==> config.mk <==
export PLATFORM = sky130hd
export DESIGN_NAME = abu_address_breakpoint_unit
export DESIGN_NICKNAME = d
export VERILOG_FILES = /design/src/abu_pkg.sv /design/src/abu_address_breakpoint_unit.sv
export VERILOG_INCLUDE_DIRS = /design/src
export SDC_FILE = /design/constraint.sdc
export NUM_CORES = 1
export LEC_CHECK = 0
export CORE_AREA = 2 2 85 87
export DETAILED_ROUTE_END_ITERATION = 12
export DIE_AREA = 0 0 87 89
export DONT_BUFFER_PORTS = 1
export GPL_ROUTABILITY_DRIVEN = 0
export PLACE_DENSITY_LB_ADDON = 0.1
export SYNTH_ARGS = -nofsm -noshare
export SYNTH_HDL_FRONTEND = slang
export SYNTH_SLANG_ARGS = --single-unit
==> constraint.sdc <==
create_clock -name i_mclk -period 2 [get_ports i_mclk]
set_input_delay 0.4 -clock i_mclk [delete_from_list [all_inputs] [get_ports i_mclk]]
set_output_delay 0.4 -clock i_mclk [all_outputs]
set_load 0.02 [all_outputs]
==> src/abu_cfg.svh <==
/*
  constants for the address breakpoint unit: register offsets, field
  positions, reset values and vectors. assumes a 32-bit classic wishbone bus.
*/
// Summary of operation
// RQ1 - address match with enable requests break
// RQ2 - force trap instruction, vector by monitor mode
// RQ3 - address match sets break active bit
// RQ4 - writing one to active requests break
// RQ5 - return from interrupt ends break state
// RQ6 - opcode match defers that instruction
// RQ7 - operand match breaks after instruction
// RQ8 - cleared active with same address: no rebreak
// RQ9 - software reloads address for continuous breaks
// RQ10 - enable bit seven, reset clears it
// RQ11 - software clears active; reset clears it
// RQ12 - address bytes read/write, reset to zero
// RQ13 - flag clears blocked in break unless enabled
// RQ14 - timer halted during break state
// RQ15 - watchdog off in monitor break if set
// RQ16 - wait exit flag set by break
// RQ17 - no break in wait or stop
// RQ18 - break state held until return
`ifndef ABU_CFG_SVH
`define ABU_CFG_SVH
`define ABU_OFS_SCR     8'h00
`define ABU_OFS_ADRH    8'h04
`define ABU_OFS_ADRL    8'h08
`define ABU_OFS_AUX     8'h0c
`define ABU_OFS_WSR     8'h10
`define ABU_OFS_FCR     8'h14
`define ABU_OFS_IST     8'h18
`define ABU_OFS_ICLR    8'h1c
`define ABU_OFS_IEN     8'h20
`define ABU_BIT_ENA     7
`define ABU_BIT_ACT     6
`define ABU_BIT_WDDIS   0
`define ABU_BIT_WEXIT   1
`define ABU_BIT_CFE     7
`define ABU_RST_BYTE    8'h00
`define ABU_VEC_NORMAL  16'hfffc
`define ABU_VEC_MONITOR 16'hfefc
`define ABU_OP_TRAP     8'h83
`endif

==> src/abu_pkg.sv <==
/*
  types for the address breakpoint unit. assumes abu_cfg.svh is alongside.
*/
package abu_pkg;
  typedef enum logic [1:0]
  {
    ABU_IDLE    = 2'b00,
    ABU_PENDING = 2'b01,
    ABU_BREAK   = 2'b10
  } abu_state_t;
  // interrupt status bits: entry, exit
  typedef logic [1:0] abu_irq_t;
endpackage : abu_pkg

==> src/abu_address_breakpoint_unit.sv <==
/*
  address breakpoint unit: compares cpu addresses to a breakpoint, requests
  a forced trap instruction toward system integration logic, holds the break state
  for timer stop, watchdog disable and flag clear protection.
  assumes a 32-bit classic wishbone master and cpu status signals on i_mclk.
*/
`include "abu_cfg.svh"
module abu_address_breakpoint_unit
  import abu_pkg::*;
(
  // clock and reset
  input  wire logic        i_mclk,
  input  wire logic        i_nrst,
  // wishbone slave
  input  wire logic        i_wb_cyc,
  input  wire logic        i_wb_stb,
  input  wire logic        i_wb_we,
  input  wire logic [7:0]  i_wb_adr,
  input  wire logic [3:0]  i_wb_sel,
  input  wire logic [31:0] i_wb_dat,
  output logic      [31:0] o_wb_dat,
  output logic             o_wb_ack,
  // cpu side
  input  wire logic [15:0] i_cpu_addr,
  input  wire logic        i_cpu_addr_valid,
  input  wire logic        i_cpu_opcode_fetch,
  input  wire logic        i_cpu_instr_end,
  input  wire logic        i_cpu_int_return,
  input  wire logic        i_cpu_wait,
  input  wire logic        i_cpu_stop,
  input  wire logic        i_wait_exit,
  input  wire logic        i_monitor_mode,
  // system integration side
  input  wire logic        i_break_taken,
  output logic             o_breakpoint_request,
  output logic             o_force_trap,
  output logic      [7:0]  o_trap_opcode,
  output logic      [15:0] o_break_vector,
  output logic             o_break_state,
  output logic             o_timer_halt,
  output logic             o_watchdog_disable,
  output logic             o_flag_clear_allow,
  output logic             o_irq
);

  logic [7:0]  addr_hi_q;
  logic [7:0]  addr_lo_q;
  logic        ena_q;
  logic        act_q;
  logic        wddis_q;
  logic        cfe_q;
  logic        wexit_q;
  logic [1:0]  irq_st_q;
  logic [1:0]  irq_en_q;
  abu_state_t  state_q;
  logic        defer_q;
  logic        armed_q;
  logic        wb_req;
  logic        wr;
  logic        wr_lane0;
  logic        match;
  logic        sw_break;
  logic        req_now;
  logic [7:0]  rd_byte;
  logic        state_q_is_break;

  function automatic logic hit(input logic [7:0] adr, input logic [7:0] ofs);
    hit = (adr == ofs);
  endfunction : hit

  assign wb_req   = i_wb_cyc & i_wb_stb & ~o_wb_ack;
  assign wr       = wb_req & i_wb_we;
  assign wr_lane0 = wr & i_wb_sel[0];
  // no match while the address bus is frozen in wait or stop
  assign match    = ena_q & i_cpu_addr_valid & ~i_cpu_wait & ~i_cpu_stop
                    & (i_cpu_addr == {addr_hi_q, addr_lo_q}); // RQ1 RQ17
  assign sw_break = wr_lane0 & hit(i_wb_adr, `ABU_OFS_SCR) & i_wb_dat[`ABU_BIT_ACT]; // RQ4
  // a set active bit, or an address not rewritten since the
  // last match-driven break, blocks another match-driven one
  assign req_now  = (match & ~act_q & armed_q) | sw_break; // RQ8
  assign state_q_is_break = (state_q == ABU_BREAK);

  // single-cycle ack; unmapped reads return zero, writes ignored
  always_ff @(posedge i_mclk or negedge i_nrst)
  begin
    if (!i_nrst)
      o_wb_ack <= 1'b0;
    else
      o_wb_ack <= wb_req;
  end

  always_comb
  begin
    rd_byte = 8'h00;
    if (hit(i_wb_adr, `ABU_OFS_SCR))
      rd_byte = {ena_q, act_q, 6'h00};
    else if (hit(i_wb_adr, `ABU_OFS_ADRH))
      rd_byte = addr_hi_q;
    else if (hit(i_wb_adr, `ABU_OFS_ADRL))
      rd_byte = addr_lo_q;
    else if (hit(i_wb_adr, `ABU_OFS_AUX))
      rd_byte = {7'h00, wddis_q};
    else if (hit(i_wb_adr, `ABU_OFS_WSR))
      rd_byte = {6'h00, wexit_q, 1'b0};
    else if (hit(i_wb_adr, `ABU_OFS_FCR))
      rd_byte = {cfe_q, 7'h00};
    else if (hit(i_wb_adr, `ABU_OFS_IST))
      rd_byte = {6'h00, irq_st_q};
    else if (hit(i_wb_adr, `ABU_OFS_IEN))
      rd_byte = {6'h00, irq_en_q};
  end

  always_ff @(posedge i_mclk or negedge i_nrst)
  begin
    if (!i_nrst)
      o_wb_dat <= 32'h0000_0000;
    else if (wb_req && !i_wb_we)
      o_wb_dat <= {24'h00_0000, rd_byte};
  end

  // break address bytes
  always_ff @(posedge i_mclk or negedge i_nrst)
  begin
    if (!i_nrst)
    begin
      addr_hi_q <= `ABU_RST_BYTE; // RQ12
      addr_lo_q <= `ABU_RST_BYTE;
    end
    else
    begin
      if (wr_lane0 && hit(i_wb_adr, `ABU_OFS_ADRH))
        addr_hi_q <= i_wb_dat[7:0]; // RQ12
      if (wr_lane0 && hit(i_wb_adr, `ABU_OFS_ADRL))
        addr_lo_q <= i_wb_dat[7:0];
    end
  end

  // enable and config bits
  always_ff @(posedge i_mclk or negedge i_nrst)
  begin
    if (!i_nrst)
    begin
      ena_q   <= 1'b0; // RQ10
      wddis_q <= 1'b0; // RQ15
      cfe_q   <= 1'b0;
    end
    else
    begin
      if (wr_lane0 && hit(i_wb_adr, `ABU_OFS_SCR))
        ena_q <= i_wb_dat[`ABU_BIT_ENA]; // RQ10
      if (wr_lane0 && hit(i_wb_adr, `ABU_OFS_AUX))
        wddis_q <= i_wb_dat[`ABU_BIT_WDDIS];
      if (wr_lane0 && hit(i_wb_adr, `ABU_OFS_FCR))
        cfe_q <= i_wb_dat[`ABU_BIT_CFE];
    end
  end

  // active bit: a match in the same cycle as a software clear wins
  always_ff @(posedge i_mclk or negedge i_nrst)
  begin
    if (!i_nrst)
      act_q <= 1'b0; // RQ11
    else if (match)
      act_q <= 1'b1; // RQ3
    else if (wr_lane0 && hit(i_wb_adr, `ABU_OFS_SCR))
      act_q <= i_wb_dat[`ABU_BIT_ACT];
  end

  // disarmed by a match-driven break until the address is written again
  always_ff @(posedge i_mclk or negedge i_nrst)
  begin
    if (!i_nrst)
      armed_q <= 1'b1;
    else if (wr_lane0 && (hit(i_wb_adr, `ABU_OFS_ADRH) || hit(i_wb_adr, `ABU_OFS_ADRL)))
      armed_q <= 1'b1; // RQ8
    else if (state_q == ABU_IDLE && match && !act_q)
      armed_q <= 1'b0; // RQ8
  end

  // wait exit flag: set when the break ends a wait, cleared by writing zero
  always_ff @(posedge i_mclk or negedge i_nrst)
  begin
    if (!i_nrst)
      wexit_q <= 1'b0;
    else if (i_wait_exit && state_q != ABU_IDLE)
      wexit_q <= 1'b1; // RQ16
    else if (wr_lane0 && hit(i_wb_adr, `ABU_OFS_WSR) && !i_wb_dat[`ABU_BIT_WEXIT])
      wexit_q <= 1'b0;
  end

  // break sequencing; opcode hits wait for nothing, operand hits and
  // software requests wait for the current instruction to finish
  always_ff @(posedge i_mclk or negedge i_nrst)
  begin
    if (!i_nrst)
    begin
      state_q <= ABU_IDLE;
      defer_q <= 1'b0;
    end
    else
    begin
      case (state_q)
        ABU_IDLE:
        begin
          if (req_now)
          begin
            state_q <= ABU_PENDING;
            defer_q <= sw_break | ~i_cpu_opcode_fetch; // RQ6 RQ7
          end
        end
        ABU_PENDING:
        begin
          if (i_cpu_instr_end)
            defer_q <= 1'b0; // RQ7
          if (i_break_taken)
            state_q <= ABU_BREAK; // RQ18
        end
        ABU_BREAK:
        begin
          if (i_cpu_int_return)
            state_q <= ABU_IDLE; // RQ5
        end
        default:
          state_q <= ABU_IDLE;
      endcase
    end
  end

  // request and forced instruction toward system integration logic
  always_ff @(posedge i_mclk or negedge i_nrst)
  begin
    if (!i_nrst)
    begin
      o_breakpoint_request <= 1'b0;
      o_force_trap         <= 1'b0;
      o_trap_opcode        <= 8'h00;
      o_break_vector       <= `ABU_VEC_NORMAL;
    end
    else
    begin
      o_breakpoint_request <= (state_q == ABU_PENDING) && !i_break_taken; // RQ1
      o_force_trap         <= (state_q == ABU_PENDING) && !i_break_taken
                              && (!defer_q || i_cpu_instr_end); // RQ2 RQ6
      o_trap_opcode        <= `ABU_OP_TRAP; // RQ2
      o_break_vector       <= i_monitor_mode ? `ABU_VEC_MONITOR : `ABU_VEC_NORMAL; // RQ2
    end
  end

  // break state side effects
  always_ff @(posedge i_mclk or negedge i_nrst)
  begin
    if (!i_nrst)
    begin
      o_break_state      <= 1'b0;
      o_timer_halt       <= 1'b0;
      o_watchdog_disable <= 1'b0;
      o_flag_clear_allow <= 1'b1;
    end
    else
    begin
      o_break_state      <= state_q_is_break; // RQ18
      o_timer_halt       <= state_q_is_break; // RQ14
      o_watchdog_disable <= state_q_is_break & i_monitor_mode & wddis_q; // RQ15
      o_flag_clear_allow <= ~state_q_is_break | cfe_q; // RQ13
    end
  end

  // interrupt: bit0 break entry, bit1 break exit; set wins over clear
  always_ff @(posedge i_mclk or negedge i_nrst)
  begin
    if (!i_nrst)
    begin
      irq_st_q <= 2'b00;
      irq_en_q <= 2'b00;
      o_irq    <= 1'b0;
    end
    else
    begin
      irq_st_q <= (irq_st_q & ~((wr_lane0 && hit(i_wb_adr, `ABU_OFS_ICLR)) ? i_wb_dat[1:0] : 2'b00))
                  | {(state_q_is_break && i_cpu_int_return),
                     (state_q == ABU_PENDING && i_break_taken)};
      if (wr_lane0 && hit(i_wb_adr, `ABU_OFS_IEN))
        irq_en_q <= i_wb_dat[1:0];
      o_irq <= |(irq_st_q & irq_en_q);
    end
  end

  // assertions
  property p_match_sets_active;
    @(posedge i_mclk) disable iff (!i_nrst)
    match |=> act_q;
  endproperty
  a_match_sets_active: assert property (p_match_sets_active) else $error("match did not set active"); // RQ3

  property p_no_break_when_disabled;
    @(posedge i_mclk) disable iff (!i_nrst)
    (!ena_q && !sw_break && state_q == ABU_IDLE) |=> state_q == ABU_IDLE;
  endproperty
  a_no_break_when_disabled: assert property (p_no_break_when_disabled) else $error("break while disabled"); // RQ10

  property p_request_follows_match;
    @(posedge i_mclk) disable iff (!i_nrst)
    (state_q == ABU_IDLE && match && !act_q && armed_q) |=> ##1 o_breakpoint_request;
  endproperty
  a_request_follows_match: assert property (p_request_follows_match) else $error("no request after match"); // RQ1

  property p_vector_by_mode;
    @(posedge i_mclk) disable iff (!i_nrst)
    i_monitor_mode |=> o_break_vector == `ABU_VEC_MONITOR;
  endproperty
  a_vector_by_mode: assert property (p_vector_by_mode) else $error("wrong monitor vector"); // RQ2

  property p_return_ends_break;
    @(posedge i_mclk) disable iff (!i_nrst)
    (state_q_is_break && i_cpu_int_return) |=> ##1 !o_break_state && !o_timer_halt;
  endproperty
  a_return_ends_break: assert property (p_return_ends_break) else $error("break not ended"); // RQ5

  property p_timer_halt;
    @(posedge i_mclk) disable iff (!i_nrst)
    state_q_is_break |=> o_timer_halt;
  endproperty
  a_timer_halt: assert property (p_timer_halt) else $error("timer not halted"); // RQ14

  property p_no_rebreak;
    @(posedge i_mclk) disable iff (!i_nrst)
    (state_q == ABU_IDLE && act_q && !sw_break) |=> state_q == ABU_IDLE;
  endproperty
  a_no_rebreak: assert property (p_no_rebreak) else $error("rebreak with active set"); // RQ8

  property p_flag_protect;
    @(posedge i_mclk) disable iff (!i_nrst)
    (state_q_is_break && !cfe_q) |=> !o_flag_clear_allow;
  endproperty
  a_flag_protect: assert property (p_flag_protect) else $error("clear not blocked"); // RQ13

  property p_wait_no_match;
    @(posedge i_mclk) disable iff (!i_nrst)
    (i_cpu_wait || i_cpu_stop) |-> !match;
  endproperty
  a_wait_no_match: assert property (p_wait_no_match) else $error("match in low power"); // RQ17

  property p_no_rearm;
    @(posedge i_mclk) disable iff (!i_nrst)
    (state_q == ABU_IDLE && !armed_q && !sw_break) |=> state_q == ABU_IDLE;
  endproperty
  a_no_rearm: assert property (p_no_rearm) else $error("rebreak on unchanged address"); // RQ8

  property p_sw_break_starts;
    @(posedge i_mclk) disable iff (!i_nrst)
    (state_q == ABU_IDLE && sw_break) |=> state_q == ABU_PENDING;
  endproperty
  a_sw_break_starts: assert property (p_sw_break_starts) else $error("software break not started"); // RQ4

  property p_opcode_immediate;
    @(posedge i_mclk) disable iff (!i_nrst)
    (state_q == ABU_IDLE && match && !act_q && armed_q && !sw_break && i_cpu_opcode_fetch) |=> ##1 o_force_trap;
  endproperty
  a_opcode_immediate: assert property (p_opcode_immediate) else $error("opcode break deferred"); // RQ6

  property p_operand_deferred;
    @(posedge i_mclk) disable iff (!i_nrst)
    (state_q == ABU_PENDING && defer_q && !i_cpu_instr_end) |=> !o_force_trap;
  endproperty
  a_operand_deferred: assert property (p_operand_deferred) else $error("trap before instruction end"); // RQ7

  property p_watchdog_off;
    @(posedge i_mclk) disable iff (!i_nrst)
    (state_q_is_break && i_monitor_mode && wddis_q) |=> o_watchdog_disable;
  endproperty
  a_watchdog_off: assert property (p_watchdog_off) else $error("watchdog not disabled"); // RQ15

  property p_wait_exit_flag;
    @(posedge i_mclk) disable iff (!i_nrst)
    (i_wait_exit && state_q != ABU_IDLE) |=> wexit_q;
  endproperty
  a_wait_exit_flag: assert property (p_wait_exit_flag) else $error("wait exit flag not set"); // RQ16

  c_sw_break: cover property (@(posedge i_mclk) disable iff (!i_nrst) sw_break);
  c_enter_break: cover property (@(posedge i_mclk) disable iff (!i_nrst) state_q == ABU_PENDING ##1 state_q_is_break);
  c_exit_break: cover property (@(posedge i_mclk) disable iff (!i_nrst) state_q_is_break && i_cpu_int_return);
  c_operand_defer: cover property (@(posedge i_mclk) disable iff (!i_nrst)
    state_q == ABU_PENDING && defer_q && i_cpu_instr_end);

endmodule : abu_address_breakpoint_unit

==> results.md, run 1 <==
- Compared with the post-synthesis result, the final layout area differs by 5.54%.
- The cell sitting at the root of the clock tree is a sky130_fd_sc_hd__clkbuf_8.
- The cell type with the largest total area after synthesis is sky130_fd_sc_hd__dfrtp_1.
- The total area inside the core boundary comes to 6720 sq um.
- The share of the core filled with cells in the final layout is 41.5%.
- Of the synthesized area, sequential elements account for 43.7%.
- The remaining number of nets flagged by the antenna check after routing is 0.
- Leaving out filler cells and counting taps, the final layout contains 344.
- In the final routing, the length of wire on met1 measures 2510 um.
- The number of clock sinks seen by CTS is 46.
- The clock reaches the later pin of the worst-skew pair after 0.30 ns.
- The power per standard cell area is 693 nW/um^2.
- The final-stage net count is 337.
- The number of global-route vias before repair is 1,677.
- Setup repair after global routing left no endpoint under its margin.
- Setup violations remaining at the end of the flow were counted as 0.
- Summing over every cut layer, the via total after detailed routing is 1,705.
- The initial antenna violation count is 0.
- Timing would allow up to 535 MHz.
- Counting the buffers created by CTS gives 5.
- The global route total overflow is 0.
- Max-cap violations in this run came to 0.
- The worst setup slack before clock tree synthesis is -0.0681 ns.
- Including well taps, the total number of placed cells is 334.
- The HPWL after detailed placement is 4430 um.
- Wire segments on met2 add up to 2700 um in the final route.
- Row generation in the floorplan step produced 30 rows.
- The share of total power dissipated in combinational logic is 9.8%.
- The length of the first detailed-routing pass in iterations is 5.
- The maximum fanout along the worst path is 2.
- The worst path meets setup with 0.130 ns of slack.
- The worst hold path belongs to the class in2reg.
- At the worst endpoint, the required time is 2.19 ns.
- Internal power comes to 1.40 mW.
- After synthesis the cells add up to 2640 sq um.
- Of the available clock period, the critical path in the final layout requires 93.5%.
- The ratio of cells with drive above 1 in the final layout is 13.3%.
- The category of the worst setup path capture point is a flip-flop.
- The clock edge transition at the registers on the reported setup and hold paths is 0.10 ns.
- The slew at the pin closest to its max-slew limit is 0.526 ns.
- The synthesized instance count is 250.
- In the synthesized netlist the dominant register cell turns out to be sky130_fd_sc_hd__dfrtp_1.
- The share of Yosys cell area claimed by the top area cell type is 40.7%.
- Of the total power, the share spent switching nets is 27.8%.
- The startpoint kind of the worst setup timing path is a flip-flop.
- The final layout contains routed wiring with a total length of 5700 um.
- The critical path is of the reg2reg type.
- Each instance of the synthesized netlist takes up on average 10.6 sq um.
- For this block, the initial DRC count from the detailed router was 62.
- The final hold violation count is 0.
- Summed over all cells, the static leakage comes to 1.36 nW.
- The worst-case clock buffer depth is 2.
- The die is 89 um tall.
- After synthesis, the most frequently instantiated cells are sky130_fd_sc_hd__buf_4 (47), sky130_fd_sc_hd__dfrtp_1 (43), sky130_fd_sc_hd__mux2_1 (22), sky130_fd_sc_hd__nor2_1 (14).
- The remaining routing DRC violations is 0.
- The switching power of the nets is 0.536 mW.
- The initial standard-cell utilization of the core is 39.3%.
- The total chip power is 1.93 mW.
- The data arrival at the endpoint of the critical path is 2.06 ns.
- The horizontal die dimension is 87 um.
- The number of distinct library cells after synthesis is 51.
- TritonCTS built the clock tree.
- Counting flops with an async set or reset pin after synthesis yields a share of 100%.
- The level count of the clock H-tree is 2.
- The minimum clock period is 1.87 ns.
- The routed via count divided by cell count is 4.96.
- The met3 wire length is 447 um.
- Yosys mapped a number of flops with a built-in enable equal to 0.
- For the final database, setup skew stands at 0.00696 ns.
- The count of buffers added on input and output ports is 0.
- IR analysis of the VDD net gives a maximum drop of 0.000329 V.
- The global router's overall resource usage is 15.5%.
- After detailed routing, the average wire length per cell comes to 16.6 um.
- The global-route wire length before repair is 8970 um.
- The sequential share of power is 52.4%.
- After synthesis, the cell types taking the most area are sky130_fd_sc_hd__dfrtp_1 (41%), sky130_fd_sc_hd__buf_4 (13%), sky130_fd_sc_hd__mux2_1 (9.4%).
- The worst max-slew margin expressed relative to the limit is 64.8%.
- The die covers 7740 sq um.
- The number of ports placed on the die boundary is 138.
- The top routing layer in use is met4.
- The worst hold-check slack is 0.112 ns.
- The number of warnings issued by yosys is 0.
- The number of slew-limit violations in the final report is 0.
- Entering global routing, the biggest net connects 47 pins.
- In this run, synthesis produced a sequential element count of 46.
- The flow ran to the end, and the final reports show no timing, DRC or antenna violations.
- The leading cell type by number of instances after synthesis is sky130_fd_sc_hd__buf_4.
- The final antenna diode count is 0.
- Of the total power, the clock network draws 37.8%.
area by class of cell:
| class | count | area [sq um] |
|---|---|---|
| Clock buffer | 5 | 68.8 |
| Timing Repair Buffer | 14 | 128 |
| Multi-Input combinational cell | 186 | 1250 |
| Fill cell | 672 | 3930 |
| Clock inverter | 3 | 47.5 |
| Inverter | 10 | 37.5 |
| Tap cell | 80 | 100 |
| Sequential cell | 46 | 1150 |
metrics by stage:
stage	instance area, sq um	TNS, ns
final	2790	0
after global routing	2790	0
after CTS	2790	0
after detailed placement	2630	-0.0681
after global placement	2630	-0.0509
after floorplan	2810	0
power by group through the flow:
stage	Clock [mW]	Sequential (mW)	Combinational [mW]
finish	0.730	1.01	0.190
global route	0.792	1.02	0.213
CTS	0.756	1.01	0.191
detailed placement	0	1.03	0.162
global placement	0	1.03	0.161
floorplan	0	1.02	0.224
logic make-up (layout without fill, tap and decap cells):
| logic type | after synthesis | after routing | synth area share, % |
|---|---|---|---|
| and+or+nand+nor | 68 | 68 | 16.0 |
| buffers and inverters | 61 | 32 | 15.4 |
| DFF | 46 | 46 | 43.7 |
| AOI/OAI and AO/OA | 31 | 31 | 8.42 |
| muxes | 26 | 26 | 10.9 |
| xor gates and xnor gates | 16 | 16 | 5.30 |
| other | 2 | 45 | 0.284 |
layout by cell type, fill, tap and decap left out, types with 3 or more instances in the layout:
| cell type | instances |
|---|---|
| sky130_fd_sc_hd__xor2_1 | 3 |
| sky130_fd_sc_hd__o21ai_0 | 5 |
| sky130_fd_sc_hd__nand2_1 | 13 |
| sky130_fd_sc_hd__nor2b_1 | 4 |
| sky130_fd_sc_hd__conb_1 | 45 |
| sky130_fd_sc_hd__dfstp_2 | 3 |
| sky130_fd_sc_hd__dfrtp_1 | 43 |
| sky130_fd_sc_hd__inv_1 | 10 |
| sky130_fd_sc_hd__mux2_1 | 22 |
| sky130_fd_sc_hd__xnor2_1 | 13 |
| sky130_fd_sc_hd__mux2i_1 | 4 |
| sky130_fd_sc_hd__a221oi_1 | 4 |
| sky130_fd_sc_hd__nand4_1 | 6 |
| sky130_fd_sc_hd__nand2b_1 | 4 |
| sky130_fd_sc_hd__nand3_1 | 4 |
| sky130_fd_sc_hd__clkbuf_8 | 5 |
| sky130_fd_sc_hd__nor2_1 | 14 |
| sky130_fd_sc_hd__a22o_1 | 3 |
| sky130_fd_sc_hd__buf_4 | 12 |
layer usage:
| layer | up-vias | track usage (%) |
|---|---|---|
| li1 | 802 | - |
| met1 | 838 | 20.2 |
| met2 | 61 | 24.8 |
| met3 | 4 | 5.54 |
| met4 | 0 | 3.41 |
| met5 | - | 0 |
state kept, by name, summed over array words and instances (netlist names), 2 cells and up:
signal / count
irq_en_q: 2
o_wb_dat: 8
addr_hi_q: 8
irq_st_q: 2
addr_lo_q: 8
state_q: 2
path summary, 6_finish.rpt:
check                                          from                           to  slack [ns]  depth (start not counted)
min in group asynchronous                    i_nrst      o_wb_dat[0]$_DFFE_PN0P_        0.60                          2
max                        addr_hi_q[1]$_DFFE_PN0P_          defer_q$_DFFE_PN0P_        0.13                          5
min                                  i_monitor_mode  o_break_vector[8]$_DFF_PN1_        0.11                          1
max in group asynchronous                    i_nrst          armed_q$_DFFE_PN1P_        1.12                          2
max reg2reg                addr_hi_q[1]$_DFFE_PN0P_          defer_q$_DFFE_PN0P_        0.13                          5
min reg2reg                     defer_q$_DFFE_PN0P_       o_force_trap$_DFF_PN0_        0.46                          1
critical path, stage by stage (launching register included):
cell	delay, ns
sky130_fd_sc_hd__dfrtp_1	0.42
sky130_fd_sc_hd__xor2_1	0.18
sky130_fd_sc_hd__or4b_4	0.55
sky130_fd_sc_hd__nor4_2	0.16
sky130_fd_sc_hd__a21boi_1	0.12
sky130_fd_sc_hd__mux2_1	0.32
repair_timing:
item | in CTS | in global routing
setup endpoints to repair | 1 | 0
setup buffers | 0 | 0
hold buffers | 2 | 0
endpoints found under the hold margin | 46 | 0
resized for setup | 2 | 0
Power figures use the tool's default switching activity.
==> run 2: changes to the inputs <==
--- a/config.mk
+++ b/config.mk
@@ -6,9 +6,9 @@
 export SDC_FILE = /design/constraint.sdc
 export NUM_CORES = 1
 export LEC_CHECK = 0
-export CORE_AREA = 2 2 85 87
+export CORE_AREA = 2 2 78 95
 export DETAILED_ROUTE_END_ITERATION = 12
-export DIE_AREA = 0 0 87 89
+export DIE_AREA = 0 0 80 97
 export DONT_BUFFER_PORTS = 1
 export GPL_ROUTABILITY_DRIVEN = 0
 export PLACE_DENSITY_LB_ADDON = 0.1
==> run 2 against run 1 <==
Net effect:
- via count grew 0.70%
- non-clock buffer count down 2
- sequential power about the same
- fmax rose by 1.3%
- final cell count is 1.5% higher
- register-to-register slack better by 0.02 ns
- clock skew shrank 0.0013 ns
- combinational power about the same
- first-iteration DRC count shrank 26%
- clock-buffer cell count rose by 1
- wire length rose by 0.93%
- die area grew 0.22%
- critical path type unchanged
- critical endpoint unchanged
- largest power group unchanged
- highest routed layer unchanged
==> results.md, run 2 (synthesized netlist as in run 1, its figures left out) <==
- The run finished with clean final reports.
- The power share of the combinational group is 10.8% (+1.0 points).
- The worst max-slew margin expressed relative to the limit is 64.4% (-0.41 points).
- The cell-internal power is 1.26 mW (-9.7%).
- The minimum clock period is 1.85 ns (-0.0231 ns).
- The cell count after placement is 339 (+1.5%).
- The sequential share of power is 57.4% (+5.0 points).
- The library cell used most frequently in the layout, excluding fill and tap cells, is sky130_fd_sc_hd__conb_1.
- The global router's overall resource usage is 15.1% (-0.37 points).
- The maximum achievable frequency is 541 MHz (+1.3%).
- The worst setup path category is reg2reg.
- The final-stage net count was 335 (-0.59%).
- The power per standard cell area came to 641 nW/um^2 (-7.5%).
- The initial standard-cell utilization of the core came to 39.0% (-0.31 points).
- The maximum number of pins on one net before global-route repair is 47 (unchanged).
- The maximum fanout along the worst path came to 2 (unchanged).
- The count of non-filler cells in the finished layout came to 349 (+1.5%).
- The final hold violation count came to 0 (unchanged).
- The data required time of the critical path was 2.18 ns (about the same).
- The count of buffers from port buffering is 0 (unchanged).
- The number of ports placed on the die boundary is 138 (unchanged).
- The die boundary height is 97 um (+9.0%).
- The average detailed-routed wire length per instance is 16.5 um (-0.52%).
- The worst hold-check slack is 0.116 ns (+0.00325 ns).
- TritonCTS built the clock tree.
- The worst setup slack before clock tree synthesis is -0.0418 ns (+0.0263 ns).
- The switching power of the nets was 0.504 mW (-6.1%).
- The initial antenna violation count was 0 (unchanged).
- The clock share of power is 31.8% (-6.0 points).
- The final critical-path share of the clock period came to 92.3% (-1.2 points).
- The area of the core region is 6770 sq um (+0.78%).
- The horizontal die dimension is 80 um (-8.0%).
- The number of CTS-inserted buffers is 5 (unchanged).
- The starting DRC count in detailed routing is 46 (-26%).
- The number of maximum-capacitance violations is 0 (unchanged).
- The number of failing setup endpoints in the final timing report came to 0 (unchanged).
- The level count of the clock H-tree was 2 (unchanged).
- The number of clock sinks seen by CTS is 46 (unchanged).
- Setup repair after global routing left no endpoint under its margin.
- The post-detailed-routing wire length came to 5750 um (+0.93%).
- The detailed-route via count is 1,717 (+0.70%).
- The data arrival at the endpoint of the critical path is 2.02 ns (-0.04 ns).
- The global route total overflow is 0 (unchanged).
- The worst ir drop on vdd is 0.000318 V (-3.5%).
- The clock edge transition at the registers on the reported setup and hold paths is 0.09 ns (about the same).
- The leakage power summed over all cells came to 1.33 nW (-1.8%).
- The root cell of the clock tree is sky130_fd_sc_hd__clkbuf_8.
- The total die area is 7760 sq um (+0.22%).
- The number of slew-limit violations in the final report is 0 (unchanged).
- The remaining number of nets flagged by the antenna check after routing is 0 (unchanged).
- The worst-case clock buffer depth was 2 (unchanged).
- The insertion delay to the later sink of the worst-skew pair was 0.29 ns (about the same).
- The ratio of cells with drive above 1 in the final layout is 12.2% (-1.0 points).
- The number of global-route vias before repair is 1,694 (+1.0%).
- The routed via count divided by cell count is 4.92 (-0.74%).
- The path type of the worst min-delay path is in2reg.
- The slew at the pin closest to its max-slew limit is 0.534 ns (+0.00840 ns).
- In the layout the commonest cells are sky130_fd_sc_hd__conb_1 (45), sky130_fd_sc_hd__dfrtp_1 (43), sky130_fd_sc_hd__mux2_1 (22).
- The final antenna diode count is 0 (unchanged).
- The fraction of power spent switching nets is 28.5% (+0.78 points).
- The final setup skew is 0.00566 ns (-0.00130 ns).
- The final HPWL from detailed placement is 4540 um (+2.6%).
- The largest registers in the layout are addr_hi_q (8), addr_lo_q (8), o_wb_dat (8).
- The worst-case setup margin in the final layout was 0.153 ns (+0.0231 ns).
- The worst setup path is launched from a flip-flop.
- The row count is 33 (+10%).
- The worst setup path is captured at a flip-flop.
- The remaining routing DRC violations was 0 (unchanged).
- The global-route wire length before repair is 8960 um (-0.16%).
- The length of the first detailed-routing pass in iterations came to 4 (-1).
- The area growth from synthesis to layout is 4.16%.
[run 2: changes by cell type in the layout (fill, tap and decap cells not counted)]
cell,previous run,this run
sky130_fd_sc_hd__buf_4,12,10
sky130_fd_sc_hd__bufinv_16,1,0
sky130_fd_sc_hd__clkbuf_1,0,1
sky130_fd_sc_hd__clkinv_2,0,1
sky130_fd_sc_hd__clkinv_4,0,1
sky130_fd_sc_hd__inv_6,2,0
[run 2: path summary, 6_finish.rpt]
| path | depth (start not counted) | slack [ns] | to | startpoint |
|---|---|---|---|---|
| max in group asynchronous | 2 | 1.12 | armed_q$_DFFE_PN1P_ | i_nrst |
| hold reg to reg | 1 | 0.47 | o_force_trap$_DFF_PN0_ | defer_q$_DFFE_PN0P_ |
| setup / recovery | 5 | 0.15 | defer_q$_DFFE_PN0P_ | addr_hi_q[1]$_DFFE_PN0P_ |
| hold / removal | 1 | 0.12 | o_break_vector[8]$_DFF_PN1_ | i_monitor_mode |
| min in group asynchronous | 2 | 0.61 | o_watchdog_disable$_DFF_PN0_ | i_nrst |
| setup reg to reg | 5 | 0.15 | defer_q$_DFFE_PN0P_ | addr_hi_q[1]$_DFFE_PN0P_ |
[run 2: power by group through the flow]
stage	Sequential (mW)	Combinational, mW	Clock [mW]
2_1_floorplan	1.02	0.224	0
3_3_place_gp	1.03	0.161	0
3_5_place_dp	1.03	0.163	0
4_1_cts	1.01	0.193	0.592
5_1_grt	1.02	0.213	0.620
6_report	1.01	0.191	0.561
[run 2: worst max-delay path, stage by stage (launching register included)]
cell and delay (ns):
sky130_fd_sc_hd__dfrtp_1 0.42, sky130_fd_sc_hd__xor2_1 0.19, sky130_fd_sc_hd__or4b_4 0.54, sky130_fd_sc_hd__nor4_2 0.15, sky130_fd_sc_hd__a21boi_1 0.11, sky130_fd_sc_hd__mux2_1 0.32
[run 2: cell type report]
cell class	instances	area, sq um
clock buffer	6	72.6
clock inverter	2	13.8
fill	723	4020
inverter	10	37.5
multi-input combinational	186	1250
sequential	46	1150
tap	87	109
timing repair buffer	12	113
[run 2: per-layer routing]
metal | vias to the layer above | part of all wire, % | track usage [%]
met5 | - | 0 | 0
met2 | 70 | 52 | 26.3
li1 | 802 | - | -
met3 | 7 | 6.9 | 4.29
met4 | 0 | 1.5 | 4.17
met1 | 838 | 39 | 17.9
[run 2: what timing repair did]
item	in CTS	in global routing
endpoints found under the hold margin	46	0
buffers inserted	0	0
gates resized for setup	2	0
hold buffers	2	0
endpoints found under the setup margin	1	0
[run 2: metrics by stage]
step | setup TNS [ns] | cell area [sq um] | total power [mW] | utilization (%)
2_1_floorplan | 0 | 2810 | 1.25 | -
3_3_place_gp | -0.0336 | 2620 | 1.19 | 38.7
3_5_place_dp | -0.0418 | 2620 | 1.20 | 38.7
4_1_cts | 0 | 2750 | 1.80 | 40.7
5_1_grt | 0 | 2750 | 1.85 | 40.7
6_report | 0 | 2750 | 1.76 | 40.7
